==> src/include/srsi_pkg.sv <==
package srsi_pkg;

	////////////////////////////////////////////////////////////////////
	// timing
	localparam int unsigned CLK_HZ = 40_000_000;
	localparam int unsigned FLASH_MS = 500;
	localparam int unsigned PAUSE_MS = 2000;
	localparam int unsigned HALF_CYC = FLASH_MS * (CLK_HZ / 1000);
	localparam logic [4:0] PAUSE_SLOTS = 5'(PAUSE_MS / FLASH_MS);
	localparam logic [1:0] INIT_CHECK = 2'h2;
	localparam logic [1:0] INIT_DONE = 2'h3;

	////////////////////////////////////////////////////////////////////
	// flash codes
	localparam logic [2:0] CODE_NONE = 3'h0;
	localparam logic [2:0] CODE_CFG = 3'h1;
	localparam logic [2:0] CODE_SW = 3'h2;
	localparam logic [2:0] CODE_JOIN = 3'h3;
	localparam logic [2:0] CODE_RETRIG = 3'h4;
	localparam logic [2:0] CODE_CROSS = 3'h4;

	////////////////////////////////////////////////////////////////////
	// apb map
	localparam logic [11:0] A_CTRL = 12'h000;
	localparam logic [11:0] A_STATUS = 12'h004;
	localparam logic [11:0] A_IRQ_ST = 12'h008;
	localparam logic [11:0] A_IRQ_MASK = 12'h00c;
	localparam int CTRL_SINGLE = 0;
	localparam int CTRL_DUAL = 1;
	localparam int CTRL_TIMER = 2;
	localparam int CTRL_W = 3;
	localparam logic [2:0] CTRL_RST = 3'h0;
	localparam int EV_SOLID = 0;
	localparam int EV_NONREC = 1;
	localparam int EV_RECOV = 2;
	localparam int EV_OUT = 3;
	localparam int EV_W = 4;
	localparam int ST_MODE_LSB = 0;
	localparam int ST_CODE_LSB = 8;
	localparam int ST_LED_LSB = 16;

	////////////////////////////////////////////////////////////////////
	// types
	typedef enum logic [4:0] {
		M_OK = 5'h01,
		M_RECOV = 5'h02,
		M_NONREC = 5'h04,
		M_CONFIG = 5'h08,
		M_SOLID = 5'h10
	} srsi_mode_t;

	typedef struct packed {
		logic in1;
		logic in2;
		logic timing_select_input;
		logic timing_select_companion;
		logic single_wire_link_input;
		logic reset_button;
		logic rail_short;
		logic cap_warn;
		logic cross_fault;
		logic power_glitch;
		logic [3:0] cfg_switch;
	} srsi_pins_t;

	typedef struct packed {
		logic outputs_on;
		logic await_reset;
		logic timing_active;
		logic timer_done;
		logic cfg_mode;
		logic internal_fault;
		logic single_wire_link_output;
		logic recov_fault;
		logic [2:0] recov_code;
		logic [3:0] stored_cfg;
	} srsi_core_t;

	typedef struct packed {
		logic power_fault_green;
		logic power_fault_red;
		logic in1;
		logic in2;
		logic timing_select;
		logic link_in;
		logic link_out;
		logic out;
	} srsi_led_t;

endpackage

==> src/logic/srsi_status_top.sv <==
// Added by the designer: the APB slave port and the address map.
`timescale 1ns/1ps

module srsi_status_top
	import srsi_pkg::*;
#(
	parameter int unsigned HALF_CYCLES = HALF_CYC
) (
	input wire logic core_clk_in,
	input wire logic reset_n_in,
	input wire logic psel_in,
	input wire logic penable_in,
	input wire logic pwrite_in,
	input wire logic [11:0] paddr_in,
	input wire logic [31:0] pwdata_in,
	output logic [31:0] prdata_out,
	output logic pready_out,
	output logic pslverr_out,
	input wire srsi_pins_t pins_in,
	input wire srsi_core_t core_in,
	output srsi_led_t leds_out,
	output logic aux_status_output_out,
	output logic irq_out
);

	////////////////////////////////////////////////////////////////////
	// state
	typedef struct packed {
		srsi_pins_t s1;
		srsi_pins_t s2;
		logic link_prev;
		logic rst_prev;
		logic out_prev;
		logic [1:0] init_q;
		logic solid_q;
		logic nonrec_q;
		logic [2:0] nonrec_code_q;
		logic sw_q;
		logic join_q;
		logic retrig_q;
		logic rec_q;
		logic [2:0] rec_code_q;
		srsi_mode_t mode_q;
		logic [2:0] code_q;
		logic [31:0] cnt_q;
		logic half_q;
		logic [4:0] slot_q;
		srsi_led_t led_q;
		logic aux_q;
		logic [CTRL_W-1:0] ctrl_q;
		logic [EV_W-1:0] ist_q;
		logic [EV_W-1:0] imask_q;
		logic [31:0] prdata_q;
		logic pslverr_q;
	} srsi_state_t;

	srsi_state_t st_q;
	srsi_state_t st_d;
	logic link_rise;
	logic link_fall;
	logic rst_rise;
	logic running;
	logic mismatch;
	logic timer_v;
	logic tick;
	logic red_code;
	logic wr;
	logic [EV_W-1:0] ev;
	logic [31:0] rd;

	function automatic logic [4:0] slots_of(input logic [2:0] n);
		return {1'b0, n, 1'b0} + PAUSE_SLOTS;
	endfunction

	function automatic logic flash_on(input logic [4:0] slot, input logic [2:0] n);
		return (slot < {1'b0, n, 1'b0}) && !slot[0];
	endfunction

	////////////////////////////////////////////////////////////////////
	// next state
	always_comb begin
		st_d = st_q;
		st_d.s1 = pins_in;
		st_d.s2 = st_q.s1;
		st_d.link_prev = st_q.s2.single_wire_link_input;
		st_d.rst_prev = st_q.s2.reset_button;
		st_d.out_prev = core_in.outputs_on;
		link_rise = st_q.s2.single_wire_link_input && !st_q.link_prev;
		link_fall = !st_q.s2.single_wire_link_input && st_q.link_prev;
		rst_rise = st_q.s2.reset_button && !st_q.rst_prev;
		running = st_q.init_q == INIT_DONE;
		mismatch = st_q.s2.cfg_switch != core_in.stored_cfg;
		timer_v = st_q.ctrl_q[CTRL_TIMER];
		if (!running) begin
			st_d.init_q = st_q.init_q + 2'h1;
		end

		// fatal classes
		if (core_in.internal_fault || st_q.s2.power_glitch) begin
			st_d.solid_q = 1'b1;
		end
		if (st_q.s2.rail_short) begin
			st_d.solid_q = 1'b1;
		end
		if (st_q.ctrl_q[CTRL_SINGLE] && st_q.s2.cap_warn) begin
			st_d.solid_q = 1'b1;
		end

		// non-recoverable codes, first one kept
		if (!st_q.nonrec_q) begin
			if (st_q.init_q == INIT_CHECK && mismatch && !core_in.cfg_mode) begin
				st_d.nonrec_q = 1'b1;
				st_d.nonrec_code_q = CODE_SW;
			end else if (st_q.s2.cross_fault) begin
				st_d.nonrec_q = 1'b1;
				st_d.nonrec_code_q = CODE_CROSS;
			end
		end

		// self-clearing recoverable faults
		if (running && !st_q.nonrec_q && !core_in.cfg_mode) begin
			st_d.sw_q = mismatch;
		end
		st_d.join_q = timer_v && running && st_q.s2.timing_select_companion;
		if (core_in.timer_done || link_fall) begin
			st_d.retrig_q = 1'b0;
		end
		if (timer_v && !st_q.s2.timing_select_input && core_in.timing_active
				&& link_rise) begin
			st_d.retrig_q = 1'b1;
		end

		// reset-cleared recoverable fault
		if (rst_rise && !core_in.recov_fault) begin
			st_d.rec_q = 1'b0;
		end
		if (core_in.recov_fault) begin
			st_d.rec_q = 1'b1;
			st_d.rec_code_q = core_in.recov_code;
		end

		// display mode and code
		if (st_d.solid_q) begin
			st_d.mode_q = M_SOLID;
			st_d.code_q = CODE_NONE;
		end else if (core_in.cfg_mode) begin
			st_d.mode_q = M_CONFIG;
			st_d.code_q = CODE_CFG;
		end else if (st_d.nonrec_q) begin
			st_d.mode_q = M_NONREC;
			st_d.code_q = st_d.nonrec_code_q;
		end else if (st_d.rec_q) begin
			st_d.mode_q = M_RECOV;
			st_d.code_q = st_d.rec_code_q;
		end else if (st_d.sw_q) begin
			st_d.mode_q = M_RECOV;
			st_d.code_q = CODE_SW;
		end else if (st_d.join_q) begin
			st_d.mode_q = M_RECOV;
			st_d.code_q = CODE_JOIN;
		end else if (st_d.retrig_q) begin
			st_d.mode_q = M_RECOV;
			st_d.code_q = CODE_RETRIG;
		end else begin
			st_d.mode_q = M_OK;
			st_d.code_q = CODE_NONE;
		end

		// half-second slots, code sequencer
		tick = st_q.cnt_q == HALF_CYCLES - 1;
		st_d.cnt_q = tick ? 32'h0 : st_q.cnt_q + 32'h1;
		if (tick) begin
			st_d.half_q = !st_q.half_q;
			if (st_q.slot_q >= slots_of(st_q.code_q) - 5'h1) begin
				st_d.slot_q = 5'h0;
			end else begin
				st_d.slot_q = st_q.slot_q + 5'h1;
			end
		end
		if (st_d.code_q != st_q.code_q) begin
			st_d.slot_q = 5'h0;
		end
		red_code = flash_on(st_d.slot_q, st_d.code_q);

		// indicators
		st_d.led_q.in1 = st_q.s2.in1;
		st_d.led_q.in2 = st_q.ctrl_q[CTRL_DUAL] && st_q.s2.in2;
		st_d.led_q.timing_select = timer_v && st_q.s2.timing_select_input;
		if (timer_v && core_in.timing_active) begin
			st_d.led_q.link_in = st_q.half_q;
		end else begin
			st_d.led_q.link_in = st_q.s2.single_wire_link_input;
		end
		st_d.led_q.link_out = core_in.single_wire_link_output;
		if (core_in.await_reset && !core_in.outputs_on) begin
			st_d.led_q.out = st_q.half_q;
		end else begin
			st_d.led_q.out = core_in.outputs_on;
		end
		st_d.aux_q = !core_in.outputs_on;
		unique case (st_d.mode_q)
			M_OK: begin
				st_d.led_q.power_fault_green = 1'b1;
				st_d.led_q.power_fault_red = 1'b0;
			end
			M_RECOV: begin
				st_d.led_q.power_fault_green = 1'b1;
				st_d.led_q.power_fault_red = red_code;
			end
			M_NONREC, M_CONFIG: begin
				st_d.led_q.power_fault_green = 1'b0;
				st_d.led_q.power_fault_red = red_code;
			end
			M_SOLID: begin
				st_d.led_q.power_fault_green = 1'b0;
				st_d.led_q.power_fault_red = 1'b1;
			end
		endcase

		// events
		ev = '0;
		ev[EV_SOLID] = st_d.solid_q && !st_q.solid_q;
		ev[EV_NONREC] = st_d.nonrec_q && !st_q.nonrec_q;
		ev[EV_RECOV] = st_d.mode_q == M_RECOV && st_q.mode_q != M_RECOV;
		ev[EV_OUT] = core_in.outputs_on != st_q.out_prev;

		// apb slave
		wr = psel_in && penable_in && pwrite_in;
		if (wr) begin
			unique case (paddr_in)
				A_CTRL: st_d.ctrl_q = pwdata_in[CTRL_W-1:0];
				A_IRQ_ST: st_d.ist_q = st_q.ist_q & ~pwdata_in[EV_W-1:0];
				A_IRQ_MASK: st_d.imask_q = pwdata_in[EV_W-1:0];
				default: ;
			endcase
		end
		st_d.ist_q = st_d.ist_q | ev;
		rd = 32'h0;
		rd[ST_MODE_LSB +: 5] = st_q.mode_q;
		rd[ST_CODE_LSB +: 3] = st_q.code_q;
		rd[ST_LED_LSB +: 8] = st_q.led_q;
		if (psel_in && !penable_in) begin
			st_d.pslverr_q = 1'b0;
			unique case (paddr_in)
				A_CTRL: st_d.prdata_q = {29'h0, st_q.ctrl_q};
				A_STATUS: st_d.prdata_q = rd;
				A_IRQ_ST: st_d.prdata_q = {28'h0, st_q.ist_q};
				A_IRQ_MASK: st_d.prdata_q = {28'h0, st_q.imask_q};
				default: begin
					st_d.prdata_q = 32'h0;
					st_d.pslverr_q = 1'b1;
				end
			endcase
		end
	end

	////////////////////////////////////////////////////////////////////
	// registers
	always_ff @(posedge core_clk_in) begin
		if (!reset_n_in) begin
			st_q <= '0;
			st_q.mode_q <= M_OK;
			st_q.ctrl_q <= CTRL_RST;
		end else begin
			st_q <= st_d;
		end
	end

	assign leds_out = st_q.led_q;
	assign aux_status_output_out = st_q.aux_q;
	assign prdata_out = st_q.prdata_q;
	assign pready_out = psel_in && penable_in;
	assign pslverr_out = psel_in && penable_in && st_q.pslverr_q;
	assign irq_out = |(st_q.ist_q & st_q.imask_q);
endmodule

==> config.mk <==
export PLATFORM = sky130hd
export DESIGN_NAME = srsi_status_top
export DESIGN_NICKNAME = d
export VERILOG_FILES = /design/src/include/srsi_pkg.sv /design/src/logic/srsi_status_top.sv
export SDC_FILE = /design/constraint.sdc
export NUM_CORES = 1
export LEC_CHECK = 0
export BUFFER_PORTS_ARGS = -buffer_cell sky130_fd_sc_hd__buf_2
export CAP_MARGIN = 20
export CORE_ASPECT_RATIO = 0.7
export CORE_MARGIN = 10
export CORE_UTILIZATION = 58
export DETAILED_ROUTE_END_ITERATION = 8
export GPL_ROUTABILITY_DRIVEN = 0
export GPL_TIMING_DRIVEN = 0
export PLACE_DENSITY = 0.92
export SLEW_MARGIN = 0
export SYNTH_ARGS = -nofsm -noshare
export SYNTH_HDL_FRONTEND = slang
export SYNTH_SLANG_ARGS = --single-unit
==> constraint.sdc <==
create_clock -name core_clk_in -period 8.8 [get_ports core_clk_in]
set_clock_uncertainty 0.15 [all_clocks]
set_input_delay 1.76 -clock core_clk_in [delete_from_list [all_inputs] [get_ports core_clk_in]]
set_output_delay 1.76 -clock core_clk_in [all_outputs]
set_load 0.05 [all_outputs]
==> results of run 1 <==
worst reg2reg max path, delay by kind of cell (launching register included):
family / cells / cell delay, ns
AO/OA/AOI/OAI: 6 / 1.60
adder cells (fa/ha/maj): 2 / 0.45
buffers and inverters: 1 / 0.16
flip-flops: 1 / 0.33
AND/OR/NAND/NOR: 5 / 1.06
cell usage after synthesis, types with 2 or more instances:
cell and n:
dfxtp_1 126, nor2_1 80, buf_4 40, and2_1 37
nand2_1 37, xor2_1 27, nand3_1 24, clkbuf_1 20
a21oi_1 18, xnor2_1 15, a22oi_1 14, and3_1 12
ha_1 11, nand4_1 10, inv_1 9, mux2i_1 9
nor3_1 8, a21o_1 7, nand2b_1 6, o21ai_0 6
a211oi_1 4, nor3b_1 4, nor4_1 4, or2_2 4
or3_1 4, a31oi_1 3, mux4_2 3, nand3b_1 3
nand4b_1 3, nor2b_1 3, nor4b_1 3, or4_1 3
a311oi_1 2, mux2_2 2, nor4_2 2
flip-flops by register name, summed over array words and instances (netlist names):
name and flops:
aux_status_output_out 1, st_q 77, prdata_out 16, rd 7, st_d 17, leds_out 8
layout make-up:
cell class,instances,area [sq um]
multi-input cells,403,2540
inverters,9,33.8
plain buffers,62,384
clock inverters,7,65.1
clock buffers,22,474
flip-flops and latches,126,2520
repair buffers,72,360
well taps,124,155
fillers,603,2570
metrics by stage:
step           power (mW)  hold slack, ns
6_report             1.36           0.275
5_1_grt              1.41           0.299
2_1_floorplan       0.695           0.260
3_5_place_dp        0.728           0.269
3_3_place_gp        0.722           0.264
4_1_cts              1.36           0.279
metal layers:
layer | global-route usage [%] | vias to the layer above | share of wire (%)
met5 | 0 | - | 0
met1 | 23.9 | 2117 | 40
met2 | 32.8 | 276 | 46
met3 | 7.62 | 44 | 11
li1 | - | 2167 | -
met4 | 9.24 | 0 | 2.7
how the worst max path moves through the flow:
stage                           from                     end  slack, ns  depth (start not counted)
after floorplan           core_in[3]  leds_out[6]$_SDFF_PN0_       4.12                         13
after global placement    core_in[3]  leds_out[6]$_SDFF_PN0_       3.72                         14
after detailed placement  core_in[3]  leds_out[6]$_SDFF_PN0_       3.62                         14
after CTS                 core_in[3]  leds_out[6]$_SDFF_PN0_       4.02                         14
after global routing      core_in[3]  leds_out[6]$_SDFF_PN0_       3.70                         14
final                     core_in[3]  leds_out[6]$_SDFF_PN0_       3.91                         14
report_power, final:
group,internal (mW),switching [mW],leakage [nW]
registers,0.589,0.0121,1.03
clock network,0.403,0.238,0.263
logic,0.0436,0.0777,1.55
cells by family (layout without fill, tap and decap cells):
kind of cell               after synthesis  count (layout)  synth area share [%]
xor gates and xnor gates                42              42                  6.78
adders and majority gates               11              11                  2.54
AOI/OAI and AO/OA                       67              67                  9.06
DFF                                    126             126                  46.5
other                                    1              16                0.0691
buffers and inverters                   71             172                  7.70
muxes                                   14              14                  3.32
and+or+nand+nor                        253             253                  24.0
==> run metrics, run 1 <==
status finished clean; Worst path top cell family by delay compound AO/OA/AOI/OAI gates; Clock transition at path regs 0.06 ns; HPWL after DPL 9820 um; ANT cells 0; num rows 29; initial antenna violation count 0; Worst Path Max Fanout 6; Worst setup SP type input port; Synth area leader dfxtp_1; CTS tree done; final hold viol count 0; CP max-delay cell o41a_1; Power Density 209 nW/um^2; crit-path cells buf_2 > xor2_1 > o41a_1 > nor2_1 > a311oi_1 > a2111o_1 > or3_1 > buf_2 > nor2_1 > ha_1 > nand2_1 > o41ai_1 > o21ai_0 > a31o_1; via/cell ratio 5.58; startpoint of the worst hold path st_d[123]$_SDFF_PN0_; synthesized netlist cell count 585; first-pass GRT wire length 22500 um; DIE AREA 13700 sq um; layout cells sized above 1 22.4%; clock latency on the worst-skew pair 0.41 ns; most frequent cells in the layout 126 x dfxtp_1, 80 x nor2_1, 73 x buf_2, 40 x buf_4; clk buf depth 2; Post-route DRC 0; post-synthesis sequential area ratio 46.5%; post_cts resized 0; CP arrival 5.03 ns; number of nets in the layout 780; setup_tns 0 ns; Post-synth EDFFs 0; vias in the first global route 4595; Place WS 3.62 ns; setup ws final 3.91 ns; die width 136 um; CP Data Required Time 8.95 ns; Buf/Inv on CP 2; hold-critical path endpoint st_q[123]$_SDFF_PN0_; worst hold-check path type flop to flop; Cell Count, Final, Fillers Out 825; total CTS buffers 17; R2R Path End leds_out[6]$_SDFF_PN0_; synth-to-layout area growth 20.5%; hold_buf cts 0; 1st-iter DRT viols 402; post-synthesis register bit count 126; WL per Instance 16.9 um; Cells after DPL 796; Largest stage delay, worst path 0.52 ns; critical path type input port to flop; RSZ-0062 raised after global routing no; CTS root buf clkbuf_16; Synth top area share 46.5%; Max VDD drop 180 uV; Post-CTS Setup Bufs 0; # setup viols final 0; Async S/R FF share, synth 0%; Sink Count 126; Slew Limit Headroom 27.7%; Die Y 101 um; drt pass-1 iters 6; Final Instance Area 6540 sq um; Post-Place Cell Area 6000 sq um; syn avg cell area 9.28 sq um; Yosys warning count 0; FMAX 0.205 GHz; worst r2r src st_q[111]$_SDFFE_PN0P_; Core Util, Final 71.8%; IO buf count 72; Synth area leaders dfxtp_1 46%, buf_4 5.5%, nor2_1 5.5%; min cycle time layout 4.89 ns; most common cell after layout, fill and taps aside dfxtp_1; ys flop type dfxtp_1; final period utilization 55.5%; worst hold stages 1; synthesized area 5430 sq um; max cap viols 0; H-Tree Depth 4; vias 4604; largest net degree at the start of global routing 17; starting density of the core 59.6%; Post-DRT Antenna Nets 0; Core ar. 9110 sq um; CP endpoint kind flop; Netlist cell types 57; grt total ovfl 0; Leak 2.84 nW; GRT Resource Usage Total 20.4%; FF-to-FF setup slack 4.93 ns; worst-margin pin slew 1.08 ns; IO Pins 122; max-slew violation count 0; R2R cell count 14; final wirelength 13900 um
No activity file was read; power rests on OpenSTA's default activity.
==> run 2, diff against run 1 <==
- CORE_UTILIZATION: 58 -> 54
- PLACE_DENSITY: 0.92 -> 0.87
- clock period: 8.8 -> 4.7 ns (I/O delays scaled with it)
==> run metrics, run 2 (synthesized netlist as in run 1, its figures left out) <==
Sink Count 126 (unchanged); total CTS buffers 17 (unchanged); WL per Instance 15.8 um (-6.5%); Clock transition at path regs 0.06 ns (about the same); max-slew violation count 0 (unchanged); FMAX 0.252 GHz; final hold viol count 0 (unchanged); max cap viols 0 (unchanged); Core ar. 9760 sq um (+7.2%); Worst Path Max Fanout 6 (unchanged); IO buf count 72 (unchanged); most frequent cells in the layout 126 x dfxtp_1, 80 x nor2_1, 73 x buf_2, 40 x buf_4; Post-route DRC 0 (unchanged); largest net degree at the start of global routing 17 (unchanged); grt total ovfl 0 (unchanged); die width 140 um (+3.1%); HPWL after DPL 9730 um (-0.97%); most common cell after layout, fill and taps aside dfxtp_1; GRT Resource Usage Total 18.0% (-2.4 points); Cells after DPL 800 (+0.50%); number of nets in the layout 780 (unchanged); min cycle time layout 3.96 ns; drt pass-1 iters 5 (-1); post_cts resized 0 (unchanged); vias 4433 (-3.7%); ANT cells 0 (unchanged); clk buf depth 2 (unchanged); final period utilization 84.3%; clock latency on the worst-skew pair 0.41 ns (about the same); Power Density 415 nW/um^2 (+99%); IO Pins 122 (unchanged); Cell Count, Final, Fillers Out 832 (+0.85%); via/cell ratio 5.33 (-4.5%); DIE AREA 14500 sq um (+6.1%); first-pass GRT wire length 21800 um (-3.0%); critical path type input port to flop; CP Data Required Time 4.84 ns (-4.11 ns); Max VDD drop 274 uV (+52%); hold_ws 0.281 ns (+0.00565 ns); CP arrival 4.11 ns (-0.92 ns); CP endpoint kind flop; Die Y 104 um (+2.9%); RSZ-0062 raised after global routing no; Slew Limit Headroom 30.2% (+2.5 points); largest register by flop count st_q; Post-DRT Antenna Nets 0 (unchanged); Leak 2.89 nW (+1.6%); layout cells sized above 1 22.4% (+0.047 points); synth-to-layout area growth 22.4%; CTS tree done; vias in the first global route 4522 (-1.6%); worst hold-check path type flop to flop; H-Tree Depth 4 (unchanged); CTS root buf clkbuf_16; Worst setup SP type input port; # setup viols final 0 (unchanged); setup_tns 0 ns (unchanged); hold_buf cts 0 (unchanged); num rows 30 (+3.4%); initial antenna violation count 0 (unchanged); Post-CTS Setup Bufs 0 (unchanged); starting density of the core 55.6% (-4.0 points); 1st-iter DRT viols 460 (+14%); final wirelength 13100 um (-5.7%); worst-margin pin slew 1.04 ns (-0.0375 ns); status finished clean; max reg flops 77 (unchanged); Fill cells 702 (+16%)
## run 2: changes by cell type in the layout (fill, tap and decap cells not counted), sizes merged
cell,before,now
inv,9,10
bufinv,1,5
clkinv,4,3
clkinvlp,2,1
## run 2: metal layers
layer	global-route usage, %	routed length, um
met5	0	0
met4	5.51	162
met3	6.43	1190
met2	29.2	6160
met1	21.9	5620
## run 2: final timing paths
| kind | cells after the start | slack, ns | endpoint | start |
|---|---|---|---|---|
| worst min register to register | 1 | 0.28 | st_d[50]$_SDFF_PN0_ | st_d[129]$_SDFF_PN0_ |
| worst min-delay path | 1 | 0.28 | st_d[50]$_SDFF_PN0_ | st_d[129]$_SDFF_PN0_ |
| worst max-delay path | 14 | 0.74 | leds_out[6]$_SDFF_PN0_ | core_in[3] |
| worst max register to register | 14 | 0.96 | leds_out[6]$_SDFF_PN0_ | st_q[111]$_SDFFE_PN0P_ |
## run 2: area by class of cell
type / instances / area (sq um) / area share [%]
tap: 128 / 160 / 2.41
multi-input combinational: 403 / 2540 / 38.3
sequential: 126 / 2520 / 38.0
inverter: 9 / 33.8 / 0.509
clock inverter: 10 / 185 / 2.79
clock buffer: 22 / 454 / 6.84
buffer: 62 / 384 / 5.78
timing repair buffer: 72 / 360 / 5.42
## run 2: through the flow
stage / instance area (sq um) / worst slack, ns / total power [mW] / util (%)
6_report: 6640 / 0.737 / 2.76 / 68.1
5_1_grt: 6640 / 0.585 / 2.85 / 68.1
4_1_cts: 6640 / 0.815 / 2.77 / 68.1
3_5_place_dp: 6000 / 0.394 / 1.36 / 61.5
3_3_place_gp: 6000 / 0.434 / 1.35 / 61.5
2_1_floorplan: 5480 / 0.841 / 1.30 / -
## run 2: power by group
| group | switching (mW) | internal, mW |
|---|---|---|
| clock | 0.456 | 0.956 |
| combinational | 0.140 | 0.0813 |
| sequential | 0.0223 | 1.10 |
| total | 0.619 | 2.14 |
## run 2: critical path: stages
cell	delay [ns]
buf_2	0.10
xor2_1	0.21
o41a_1	0.51
nor2_1	0.33
a311oi_1	0.16
a2111o_1	0.44
or3_1	0.34
buf_2	0.16
nor2_1	0.11
ha_1	0.15
nand2_1	0.05
o41ai_1	0.26
o21ai_0	0.15
a31o_1	0.20
